[src/rtl/wrr_defines.svh]
// Constants of the weighted round-robin transmit queue scheduler
`ifndef WRR_DEFINES_SVH
`define WRR_DEFINES_SVH

`define WRR_NUM_SLOTS 16
`define WRR_NUM_WORDS 4
`define WRR_SLOTS_PER_WORD 4
`define WRR_FIELD_W 4
`define WRR_ENTRY_W 8
`define WRR_SEL_LSB 0
`define WRR_CNT_LSB 4
`define WRR_CNT_RESET 4'h0
`define WRR_LAST_SLOT 4'hf
`define WRR_FIRST_SLOT 4'h0
`define WRR_ONE 4'h1

`define WRR_ADDR_W 12
`define WRR_SLOTS_0_OFF 12'h7e0
`define WRR_SLOTS_4_OFF 12'h7e4
`define WRR_SLOTS_8_OFF 12'h7e8
`define WRR_SLOTS_12_OFF 12'h7ec
`define WRR_STATUS_OFF 12'h7f0
`define WRR_TBL_BASE_HI 8'h7e
`define WRR_FULL_BE 4'hf
`define WRR_ZERO_WORD 32'h0000_0000
`define WRR_TBL_MASK 12'hff0
`define WRR_WORD_MASK 12'hffc
`define WRR_WORD_LSB 2
`define WRR_WIDX_W 2
`define WRR_STAT_SLOT_LSB 1
`define WRR_STAT_USED_LSB 5
`define WRR_STAT_QSEL_LSB 9
`define WRR_STAT_BUSY_BIT 13

`endif

[src/rtl/wrr_pkg.sv]
// Types shared by the weighted round-robin scheduler files
package wrr_pkg;

  typedef enum logic [0:0] {s_eval, s_send} sched_state_t;

  // One schedule slot: queue selector and count-minus-one
  typedef struct packed {
    logic [3:0] cnt;
    logic [3:0] sel;
  } slot_entry_t;

  typedef struct packed {
    logic [3:0][31:0] tbl;
    logic ack;
    logic [31:0] rdata;
    sched_state_t fsm;
    logic [3:0] slot;
    logic [3:0] used;
    logic [3:0] qsel;
    logic [3:0] qcnt;
  } sched_regs_t;

endpackage

[src/rtl/tx_queue_wrr_scheduler.sv]
// Weighted round-robin scheduler over sixteen transmit descriptor queues
//
// The address map and the Avalon-MM slave port were chosen for this implementation.
`timescale 1ns/100ps
`default_nettype none
`include "wrr_defines.svh"

module tx_queue_wrr_scheduler (
  input wire logic mclk_i,
  input wire logic rst_i,
  // Avalon-MM slave
  input wire logic [11:0] address_i,
  input wire logic read_i,
  input wire logic write_i,
  input wire logic [31:0] writedata_i,
  input wire logic [3:0] byteenable_i,
  output logic [31:0] readdata_o,
  output logic waitrequest_o,
  // Message engine side
  input wire logic [15:0] queue_pending_i,
  input wire logic msg_done_i,
  input wire logic msg_fail_i,
  output logic send_req_o,
  output logic [3:0] queue_sel_o
);

  // ****************************************
  // State and slot lookup
  // ****************************************
  wrr_pkg::sched_regs_t st;
  wrr_pkg::sched_regs_t next_st;
  wrr_pkg::slot_entry_t cur;
  wrr_pkg::sched_regs_t rst_val;

  logic tbl_hit;
  logic stat_hit;
  logic [1:0] widx;
  logic attempt_end;
  logic [31:0] status_word;

  wrr_slot_pick i_wrr_slot_pick (
    .tbl_i(st.tbl),
    .slot_i(st.slot),
    .entry_o(cur)
  );

  // Byte address; the two low bits never select anything
  assign tbl_hit = ((address_i & `WRR_TBL_MASK) == `WRR_SLOTS_0_OFF);
  assign stat_hit = ((address_i & `WRR_WORD_MASK) == `WRR_STATUS_OFF);
  assign widx = address_i[`WRR_WORD_LSB +: `WRR_WIDX_W];
  assign attempt_end = (st.fsm == wrr_pkg::s_send) &&
                       (msg_done_i || msg_fail_i);

  // ****************************************
  // Status word, read-only
  // ****************************************
  // Software sees where the walk stands; writes to it are dropped
  always_comb
  begin
    status_word = `WRR_ZERO_WORD;
    status_word[`WRR_STAT_SLOT_LSB +: `WRR_FIELD_W] = st.slot;
    status_word[`WRR_STAT_USED_LSB +: `WRR_FIELD_W] = st.used;
    status_word[`WRR_STAT_QSEL_LSB +: `WRR_FIELD_W] = st.qsel;
    status_word[`WRR_STAT_BUSY_BIT] = (st.fsm == wrr_pkg::s_send);
  end

  // Reset table: slot n selects queue n once
  always_comb
  begin
    rst_val = '0;
    for (int w = 0; w < `WRR_NUM_WORDS; w++)
    begin
      for (int b = 0; b < `WRR_SLOTS_PER_WORD; b++)
      begin
        rst_val.tbl[w][b * `WRR_ENTRY_W + `WRR_SEL_LSB +: `WRR_FIELD_W] =
          4'(w * `WRR_SLOTS_PER_WORD + b);
        rst_val.tbl[w][b * `WRR_ENTRY_W + `WRR_CNT_LSB +: `WRR_FIELD_W] =
          `WRR_CNT_RESET;
      end
    end
    rst_val.fsm = wrr_pkg::s_eval;
  end

  // ****************************************
  // Next-state logic
  // ****************************************
  always_comb
  begin
    next_st = st;

    // Every access is held off exactly one cycle, then answered
    next_st.ack = (read_i || write_i) && !st.ack;
    if (read_i && !st.ack)
    begin
      if (tbl_hit)
        next_st.rdata = st.tbl[widx];
      else if (stat_hit)
        next_st.rdata = status_word;
      else
        next_st.rdata = `WRR_ZERO_WORD;
    end
    if (write_i && st.ack && tbl_hit)
    begin
      // One byte lane holds one whole slot, so lanes map to slots
      for (int b = 0; b < `WRR_SLOTS_PER_WORD; b++)
      begin
        if (byteenable_i[b])
          next_st.tbl[widx][b * `WRR_ENTRY_W +: `WRR_ENTRY_W] =
            writedata_i[b * `WRR_ENTRY_W +: `WRR_ENTRY_W];
      end
    end

    case (st.fsm)
      wrr_pkg::s_eval:
      begin
        if (queue_pending_i[cur.sel])
        begin
          // Latch the slot so a table rewrite cannot move the head
          next_st.qsel = cur.sel;
          next_st.qcnt = cur.cnt;
          next_st.fsm = wrr_pkg::s_send;
        end
        else
        begin
          next_st.slot = 4'(st.slot + `WRR_ONE);
          next_st.used = `WRR_CNT_RESET;
        end
      end
      wrr_pkg::s_send:
      begin
        // Hold the same head request until it ends one way or other
        if (attempt_end)
        begin
          next_st.fsm = wrr_pkg::s_eval;
          if (st.used == st.qcnt)
          begin
            next_st.slot = 4'(st.slot + `WRR_ONE);
            next_st.used = `WRR_CNT_RESET;
          end
          else
          begin
            // Any attempt end, done or failed, spends one attempt of the slot's budget
            next_st.used = 4'(st.used + `WRR_ONE);
          end
        end
      end
      default:
      begin
        next_st.fsm = wrr_pkg::s_eval;
      end
    endcase
  end

  always_ff @(posedge mclk_i)
  begin
    if (rst_i)
      st <= rst_val;
    else
      st <= next_st;
  end

  // ****************************************
  // Outputs
  // ****************************************
  assign waitrequest_o = (read_i || write_i) && !st.ack;
  assign readdata_o = st.rdata;
  assign send_req_o = (st.fsm == wrr_pkg::s_send);
  assign queue_sel_o = st.qsel;

  // ****************************************
  // Assertions
  // ****************************************
  a_sel_from_table: assert property (@(posedge mclk_i) disable iff (rst_i)
    (st.fsm == wrr_pkg::s_eval) && queue_pending_i[cur.sel] |=>
      send_req_o &&
      queue_sel_o == $past(st.tbl[st.slot[3:2]][{st.slot[1:0], 3'h0}
        +: 4]))
    else $error("queue select does not match slot selector");

  a_count_bound: assert property (@(posedge mclk_i) disable iff (rst_i)
    send_req_o |-> st.used <= st.qcnt)
    else $error("attempts exceed slot count");

  a_advance_done: assert property (@(posedge mclk_i) disable iff (rst_i)
    attempt_end && st.used == st.qcnt |=>
      st.slot == 4'($past(st.slot) + 4'h1) && st.used == 4'h0 &&
      !send_req_o)
    else $error("slot did not advance after its count");

  a_table_write: assert property (@(posedge mclk_i) disable iff (rst_i)
    write_i && !waitrequest_o && tbl_hit && byteenable_i == 4'hf |=>
      st.tbl[$past(widx)] == $past(writedata_i))
    else $error("slot word write lost");

  a_bus_answer: assert property (@(posedge mclk_i) disable iff (rst_i)
    (read_i || write_i) && waitrequest_o |=> !waitrequest_o)
    else $error("bus request not answered in one cycle");

  a_wrap_slot: assert property (@(posedge mclk_i) disable iff (rst_i)
    st.slot == 4'hf && (st.fsm == wrr_pkg::s_eval) &&
      !queue_pending_i[cur.sel] |=> st.slot == 4'h0)
    else $error("slot 15 did not wrap to slot 0");

  a_retry_same: assert property (@(posedge mclk_i) disable iff (rst_i)
    st.fsm == wrr_pkg::s_send && msg_fail_i && st.used != st.qcnt |=>
      st.slot == $past(st.slot) &&
      st.used == 4'($past(st.used) + 4'h1))
    else $error("failed send did not retry the same slot");

  a_head_held: assert property (@(posedge mclk_i) disable iff (rst_i)
    send_req_o && !msg_done_i && !msg_fail_i |=>
      send_req_o && $stable(queue_sel_o))
    else $error("head request dropped before completion");

  a_skip_empty: assert property (@(posedge mclk_i) disable iff (rst_i)
    st.fsm == wrr_pkg::s_eval && !queue_pending_i[cur.sel] |=>
      !send_req_o && st.slot == 4'($past(st.slot) + 4'h1))
    else $error("empty queue slot was not skipped");

  // ****************************************
  // Bus assertions
  // ****************************************
  a_read_table: assert property (
    @(posedge mclk_i) disable iff (rst_i)
    read_i && !waitrequest_o && tbl_hit |->
      readdata_o == st.tbl[widx])
    else $error("slot word read returned wrong data");

  a_read_unmapped: assert property (
    @(posedge mclk_i) disable iff (rst_i)
    read_i && !waitrequest_o && !tbl_hit && !stat_hit |->
      readdata_o == `WRR_ZERO_WORD)
    else $error("unmapped read did not return zero");

  // Read data must not move while nobody is capturing a new word
  a_rdata_hold: assert property (
    @(posedge mclk_i) disable iff (rst_i)
    !(read_i && !st.ack) |=> $stable(readdata_o))
    else $error("read data changed without a read");

  a_status_ro: assert property (
    @(posedge mclk_i) disable iff (rst_i)
    write_i && !waitrequest_o && stat_hit |=> $stable(st.tbl))
    else $error("status write altered the slot table");

  a_lane_write: assert property (
    @(posedge mclk_i) disable iff (rst_i)
    write_i && !waitrequest_o && tbl_hit && byteenable_i == 4'h2 |=>
      st.tbl[$past(widx)][15:8] == $past(writedata_i[15:8]) &&
      st.tbl[$past(widx)][7:0] == $past(st.tbl[widx][7:0]))
    else $error("byte lane write hit the wrong slot");

  // ****************************************
  // Scheduler assertions
  // ****************************************
  a_qcnt_latch: assert property (
    @(posedge mclk_i) disable iff (rst_i)
    st.fsm == wrr_pkg::s_eval && queue_pending_i[cur.sel] |=>
      st.qcnt == $past(cur.cnt))
    else $error("slot count not latched at send start");

  // Every attempt end costs one evaluation cycle before the next send
  a_end_reeval: assert property (
    @(posedge mclk_i) disable iff (rst_i)
    attempt_end |=> !send_req_o)
    else $error("table not re-evaluated after an attempt");

  a_skip_used: assert property (
    @(posedge mclk_i) disable iff (rst_i)
    st.fsm == wrr_pkg::s_eval && !queue_pending_i[cur.sel] |=>
      st.used == `WRR_CNT_RESET)
    else $error("skipped slot kept its attempt count");

  a_wrap_send: assert property (
    @(posedge mclk_i) disable iff (rst_i)
    attempt_end && st.used == st.qcnt && st.slot == `WRR_LAST_SLOT |=>
      st.slot == `WRR_FIRST_SLOT)
    else $error("last slot did not wrap after its count");

endmodule
`default_nettype wire

[src/rtl/wrr_slot_pick.sv]
// Slot table unpacking and selection of the current slot entry
`timescale 1ns/100ps
`default_nettype none
`include "wrr_defines.svh"

module wrr_slot_pick (
  input wire logic [3:0][31:0] tbl_i,
  input wire logic [3:0] slot_i,
  output wrr_pkg::slot_entry_t entry_o
);

  wrr_pkg::slot_entry_t slots [`WRR_NUM_SLOTS];

  genvar g;
  generate
    for (g = 0; g < `WRR_NUM_SLOTS; g = g + 1)
    begin : g_slot
      // Byte lane g%4 of word g/4; selector low nibble, count high
      assign slots[g].sel = tbl_i[g / `WRR_SLOTS_PER_WORD]
        [(g % `WRR_SLOTS_PER_WORD) * `WRR_ENTRY_W + `WRR_SEL_LSB
         +: `WRR_FIELD_W];
      assign slots[g].cnt = tbl_i[g / `WRR_SLOTS_PER_WORD]
        [(g % `WRR_SLOTS_PER_WORD) * `WRR_ENTRY_W + `WRR_CNT_LSB
         +: `WRR_FIELD_W];
    end
  endgenerate

  assign entry_o = slots[slot_i];

endmodule
`default_nettype wire

[config.mk]
export PLATFORM = sky130hd
export DESIGN_NAME = tx_queue_wrr_scheduler
export DESIGN_NICKNAME = d
export VERILOG_FILES = /design/src/rtl/wrr_pkg.sv /design/src/rtl/tx_queue_wrr_scheduler.sv /design/src/rtl/wrr_slot_pick.sv
export VERILOG_INCLUDE_DIRS = /design/src /design/src/rtl
export SDC_FILE = /design/constraint.sdc
export NUM_CORES = 1
export LEC_CHECK = 0
export BUFFER_PORTS_ARGS = -buffer_cell sky130_fd_sc_hd__buf_2
export CELL_PAD_IN_SITES_DETAIL_PLACEMENT = 0
export CELL_PAD_IN_SITES_GLOBAL_PLACEMENT = 1
export CORE_UTILIZATION = 48
export CTS_CLUSTER_SIZE = 10
export DETAILED_ROUTE_END_ITERATION = 16
export HOLD_SLACK_MARGIN = 0.08
export PLACE_DENSITY = 0.93
export SLEW_MARGIN = 20
export SYNTH_ARGS = -nofsm -noshare
export SYNTH_HDL_FRONTEND = slang
export SYNTH_SLANG_ARGS = --single-unit
[constraint.sdc]
create_clock -name mclk_i -period 4.7 [get_ports mclk_i]
set_input_delay 0.235 -clock mclk_i [delete_from_list [all_inputs] [get_ports mclk_i]]
set_output_delay 0.235 -clock mclk_i [all_outputs]
set_load 0.1 [all_outputs]
==> impl_metrics.json, run 1 <==
{
  "yosysWarnings": 0,
  "place_inst": 1220,
  "synthArstFlopShare_pct": 0,
  "min_path_cells": 3,
  "fin_nets": 1110,
  "cts_setup_buffers": 0,
  "syn_area_per_cell_sq_um": 9.07,
  "post-synth-top-area-fraction_pct": 40.6,
  "synth-edff-count": 0,
  "cp-start-kind": "register",
  "clockRootBuffer": "clkbuf_16",
  "ys_seq_area_share_pct": 40.6,
  "grt_usage_pct": 27.8,
  "syn_area_sq_um": 8770,
  "drv_slew": 0,
  "holdPathEnd": "st[123]",
  "drt-total-wl_mm": 25.2,
  "numClockSinks": 178,
  "start_util_pct": 48.8,
  "first_global_vias": 6875,
  "grt_max_degree": 91,
  "gp_congestion": 0.896,
  "avgViaCountPerCell": 5.98,
  "drc": 0,
  "clk_latency_ns": 0.43,
  "synth_nets": 1039,
  "cts_resized": 0,
  "grt_use_met1_pct": 38.9,
  "hold_buffers": 28,
  "htree_levels": 4,
  "use_met3_pct": 8.00,
  "r2r_cells": 8,
  "worst_slew_pin_slew_ns": 0.975,
  "cts.clk_slew.worst_paths_ns": 0.06,
  "timing_hold_violations_final": 0,
  "rr_endpoint": "queue_sel_o[0]",
  "antenna_found_initial": 1,
  "cts_buffers": 17,
  "worst-endpoint-arrival_ns": 3.94,
  "syn2layout_area_growth_pct": 15.7,
  "vias": 7647,
  "io_pins": 108,
  "ant_nets": 0,
  "synth_cell_types": 46,
  "layout-drive-gt1-share_pct": 21.9,
  "stdcell_area_sq_um": 10100,
  "finalPower_w": 0.00393,
  "finalSetupViolCount": 0,
  "n_antenna_cell": 0,
  "cts_buffer_depth": 2,
  "worstSetupStartpoint": "st[13]",
  "numPortBuffers": 105,
  "skew_ns": 0.00839,
  "drtPass1Iterations": 5,
  "outcome": "finished, final reports clean",
  "synthFlopType": "dfxtp_1",
  "cts_tree": "built",
  "dp_slack_ns": 1.13,
  "wl_per_cell_microns": 19.7,
  "placed_area_sq_um": 9180,
  "layout.cells.non_filler": 1279,
  "core_area_sq_um": 18000,
  "final.period_utilization_pct": 76.8,
  "yosysTopAreaCell": "dfxtp_1",
  "required_ns": 5.03,
  "drt_iter0_drc": 852,
  "fin_tns_setup_ns": 0,
  "peakVddDrop_mv": 0.348,
  "rrSetupSlack_ns": 1.09,
  "use_met2_pct": 39.9,
  "period_needed_ns": 3.61,
  "critPathMaxFanout": 17,
  "grt_overflow_total": 0,
  "synth_cells": 967,
  "grt-busiest-layer": "met2",
  "endpoint_kind": "register",
  "pwr_density_cell_nw_per_um2": 387,
  "grt_first_pass_wirelength_mm": 38.6,
  "hp-start": "writedata_i[9]",
  "r2r-start": "st[13]",
  "crit_type": "reg2reg",
  "die_width_microns": 137,
  "fmax_mhz": 277,
  "synth_area_leaders": "dfxtp_1 41%, mux4_2 18%, nand2_1 12%, a21oi_1 7.5%, buf_4 3.2%",
  "ys_seq_elements": 178,
  "finalWorstSetupSlack_ns": 1.09,
  "die_y_microns": 137,
  "cellLeakagePower_nw": 3.66,
  "hpwl_mm": 18.1,
  "die_area_sq_um": 18800,
  "slew_headroom_pct": 35.0,
  "max_cap_viol_count": 0,
  "rsz0062_at_grt": "no",
  "rows": 49,
  "hold_path_class": "in2reg"
}
placed cells by master, fill, tap and decap left out, types with 2 or more instances in the layout:
cell type      count
dlygate4sd3_1     28
buf_2            104
and3_1             3
a311oi_1           2
mux2_1             2
mux2i_1           10
ha_1               2
a211o_1            5
a22o_1             2
clkbuf_16         17
o21ai_0            7
nand3_1           45
nor2b_1           10
nand2b_1           6
and3b_1            2
nor3_1             3
and2_1             6
xor2_1             4
nor3_2             2
bufinv_16          5
nor2_1            33
clkbuf_8           6
a21oi_1          131
dfxtp_1          177
o21ai_1            2
nand3b_1          29
nand4_1            2
a311oi_2           3
a22oi_1           16
mux4_2            70
nand2_1          283
buf_4             10
kinds of logic (layout without fill, tap and decap cells):
group	Yosys count	after routing	share of synthesized area [%]
xor gates and xnor gates	4	4	0.399
and+or+nand+nor	434	434	21.8
buffers and inverters	91	174	5.75
AOI/OAI and AO/OA	176	176	11.7
muxes	82	82	19.4
DFF	178	178	40.6
adders and majority gates	2	2	0.285
critical path, stage by stage, from the launching register on:
cell	delay (ns)
dfxtp_1	0.86
mux4_2	0.60
a22oi_1	0.53
a21oi_1	0.19
a311oi_2	0.31
nand4_2	0.22
o21ai_4	0.42
nor2_1	0.10
a311oi_1	0.27
sequential cells by signal (all words and copies together) (netlist names):
name,count
st,141
send_req_o,1
readdata_o,32
queue_sel_o,4
routing by layer:
metal,up-vias,part of all wire (%)
met1,3584,41
met2,453,43
met5,-,0.052
li1,3533,-
met4,2,4.1
met3,75,11
worst max path at each step:
stage                endpoint  slack [ns]  depth (start not counted)
6_report       queue_sel_o[0]        1.09                          8
4_1_cts        queue_sel_o[0]        1.12                          8
5_1_grt        queue_sel_o[0]        0.83                          8
2_1_floorplan          st[10]        1.95                          9
3_3_place_gp           st[15]        1.18                          8
3_5_place_dp           st[14]        1.13                          8
where the power goes:
group | switching [W] | internal, W
clock | 0.000587 | 0.00103
combinational | 0.000387 | 0.000276
sequential | 0.000120 | 0.00153
total | 0.00109 | 0.00284
stage by stage:
| stage | utilization, % | hold slack [ns] |
|---|---|---|
| 6_report | 56.5 | 0.0889 |
| 5_1_grt | 56.5 | 0.0938 |
| 4_1_cts | 56.4 | 0.0826 |
| 3_5_place_dp | 51.1 | 0.446 |
| 3_3_place_gp | 51.0 | 0.441 |
| 2_1_floorplan | - | 0.353 |
synth_stat cells, types with 11 or more instances:
| cell | instances |
|---|---|
| nand3_1 | 45 |
| a21oi_1 | 131 |
| mux4_2 | 70 |
| clkbuf_1 | 34 |
| nor2b_1 | 11 |
| buf_4 | 37 |
| nand2_1 | 283 |
| buf_1 | 15 |
| nand3b_1 | 29 |
| nor2_1 | 34 |
| dfxtp_1 | 178 |
| a22oi_1 | 16 |
final cells by class:
class / instances / area, sq um
clock buffer: 23 / 508
clock inverter: 8 / 171
fill: 1594 / 7820
inverter: 1 / 3.75
multi-input combinational: 698 / 4740
sequential: 178 / 3560
tap: 229 / 287
timing repair buffer: 142 / 876
No activity file was read; power rests on OpenSTA's default activity.
==> run 2, diff against run 1 <==
--- a/config.mk
+++ b/config.mk
@@ -9,11 +9,11 @@
 export BUFFER_PORTS_ARGS = -buffer_cell sky130_fd_sc_hd__buf_2
 export CELL_PAD_IN_SITES_DETAIL_PLACEMENT = 0
 export CELL_PAD_IN_SITES_GLOBAL_PLACEMENT = 1
-export CORE_UTILIZATION = 48
+export CORE_UTILIZATION = 45
 export CTS_CLUSTER_SIZE = 10
 export DETAILED_ROUTE_END_ITERATION = 16
 export HOLD_SLACK_MARGIN = 0.08
-export PLACE_DENSITY = 0.93
+export PLACE_DENSITY = 0.89
 export SLEW_MARGIN = 20
 export SYNTH_ARGS = -nofsm -noshare
 export SYNTH_HDL_FRONTEND = slang
==> constraint.sdc (replaced) <==
create_clock -name mclk_i -period 3.53 [get_ports mclk_i]
set_input_delay 0.1765 -clock mclk_i [delete_from_list [all_inputs] [get_ports mclk_i]]
set_output_delay 0.1765 -clock mclk_i [all_outputs]
set_load 0.1 [all_outputs]
==> impl_metrics.json, run 2 (synthesized netlist as in run 1, its figures left out) <==
{
  "grt_use_met1_pct": 37.4,
  "drt-total-wl_mm": 26.3,
  "grt_overflow_total": 0,
  "ant_nets": 0,
  "layout-drive-gt1-share_pct": 22.4,
  "drv_slew": 0,
  "rows": 50,
  "drtPass1Iterations": 5,
  "slew_headroom_pct": 38.6,
  "syn2layout_area_growth_pct": 17.5,
  "period_needed_ns": 3.33,
  "die_y_microns": 142,
  "use_met3_pct": 7.02,
  "place_inst": 1264,
  "path_cells": "mux4_2, a22oi_1, nand2_1, a311oi_2, nand4_2, o21ai_4, mux2i_1, nor2_1",
  "die_area_sq_um": 20100,
  "layout.cells.non_filler": 1330,
  "rsz0062_at_grt": "no",
  "largest_reg_flops": 141,
  "grt_usage_pct": 27.5,
  "max_cap_viol_count": 0,
  "crit_type": "reg2reg",
  "fin_tns_setup_ns": 0,
  "hold_path_class": "in2reg",
  "use_met2_pct": 41.6,
  "cts_tree": "built",
  "first_global_vias": 7312,
  "cts_buffer_depth": 2,
  "endpoint_kind": "register",
  "avgViaCountPerCell": 5.80,
  "cellLeakagePower_nw": 3.73,
  "fmax_mhz": 300,
  "critical-path-top-delay-family": "compound AO/OA/AOI/OAI gates",
  "max_stage_delay_ns": 0.64,
  "r2r-start": "st[13]",
  "peakVddDrop_mv": 0.348,
  "vias": 7708,
  "cts_buffers": 17,
  "fin_nets": 1129,
  "core_area_sq_um": 18900,
  "numPortBuffers": 105,
  "hp-start": "msg_fail_i",
  "path_buf_inv": 0,
  "wl_per_cell_microns": 19.8,
  "timing_hold_violations_final": 0,
  "drt_iter0_drc": 746,
  "drc": 0,
  "finalSetupViolCount": 0,
  "required_ns": 3.83,
  "skew_ns": 0.00944,
  "final.period_utilization_pct": 94.3,
  "grt-busiest-layer": "met2",
  "numClockSinks": 178,
  "grt_max_degree": 95,
  "clk_latency_ns": 0.43,
  "pwr_density_cell_nw_per_um2": 503,
  "worstSetupStartpoint": "st[13]",
  "critPathMaxFanout": 10,
  "gp_congestion": 0.944,
  "start_util_pct": 46.4,
  "outcome": "finished, final reports clean",
  "final_common_cell": "nand2_1",
  "grt_first_pass_wirelength_mm": 41.4,
  "htree_levels": 4,
  "worst_slew_pin_slew_ns": 0.921,
  "critical_path.slowest_cell": "dfxtp_1",
  "cp-start-kind": "register",
  "hpwl_mm": 19.1,
  "clockRootBuffer": "clkbuf_16",
  "worst-endpoint-arrival_ns": 3.63,
  "mostFrequentLayoutCells": "283 x nand2_1, 177 x dfxtp_1, 131 x a21oi_1",
  "antenna_found_initial": 0,
  "n_antenna_cell": 0,
  "io_pins": 108,
  "top_register": "st",
  "cts.clk_slew.worst_paths_ns": 0.07,
  "die_width_microns": 142
}
==> run 2: worst paths after layout <==
| path | depth (start not counted) | slack, ns | to |
|---|---|---|---|
| max | 8 | 0.20 | st[3] |
| min | 4 | 0.16 | send_req_o |
| max reg2reg | 8 | 0.20 | st[3] |
| min reg2reg | 2 | 0.45 | readdata_o[17] |
==> run 2: timing repair <==
item                       in CTS  in global routing
hold endpoints to repair      129                  0
setup buffers                   0                  0
hold buffers                   34                  0
gates resized for setup         0                  1
setup endpoints to repair       0                  3
==> run 2: metal layers <==
layer / vias to the layer above / wire, microns
met5: - / 0
met4: 0 / 864
met3: 49 / 2580
met2: 414 / 11800
met1: 3668 / 11100
li1: 3577 / -
==> run 2: area by class of cell <==
cell class | count | area, sq um
Sequential cell | 178 | 3560
Clock buffer | 23 | 488
Timing Repair Buffer | 161 | 1050
Tap cell | 260 | 325
Fill cell | 1743 | 8590
Clock inverter | 9 | 151
Multi-Input combinational cell | 698 | 4720
Inverter | 1 | 3.75
==> run 2: tightest hold or removal path: cells and delay by family <==
kind,cells,cell delay [ns]
simple gates,3,0.27
buf+inv,1,0.09
==> run 2: stage by stage <==
stage	util (%)	instance area (sq um)	hold WS (ns)	total power, W	setup WS [ns]
finish	54.5	10300	0.164	0.00518	0.200
global route	54.5	10300	0.177	0.00535	0.0269
CTS	54.5	10300	0.149	0.00520	0.172
detailed placement	49.3	9320	0.447	0.00314	0.238
global placement	49.3	9320	0.441	0.00312	0.348
floorplan	-	8770	0.294	0.00294	0.782
==> run 2: power breakdown <==
group / total (W) / switching (W) / internal (W)
clock: 0.00204 / 0.000786 / 0.00126
combinational: 0.000993 / 0.000595 / 0.000398
sequential: 0.00214 / 0.0000984 / 0.00204
total: 0.00518 / 0.00148 / 0.00370
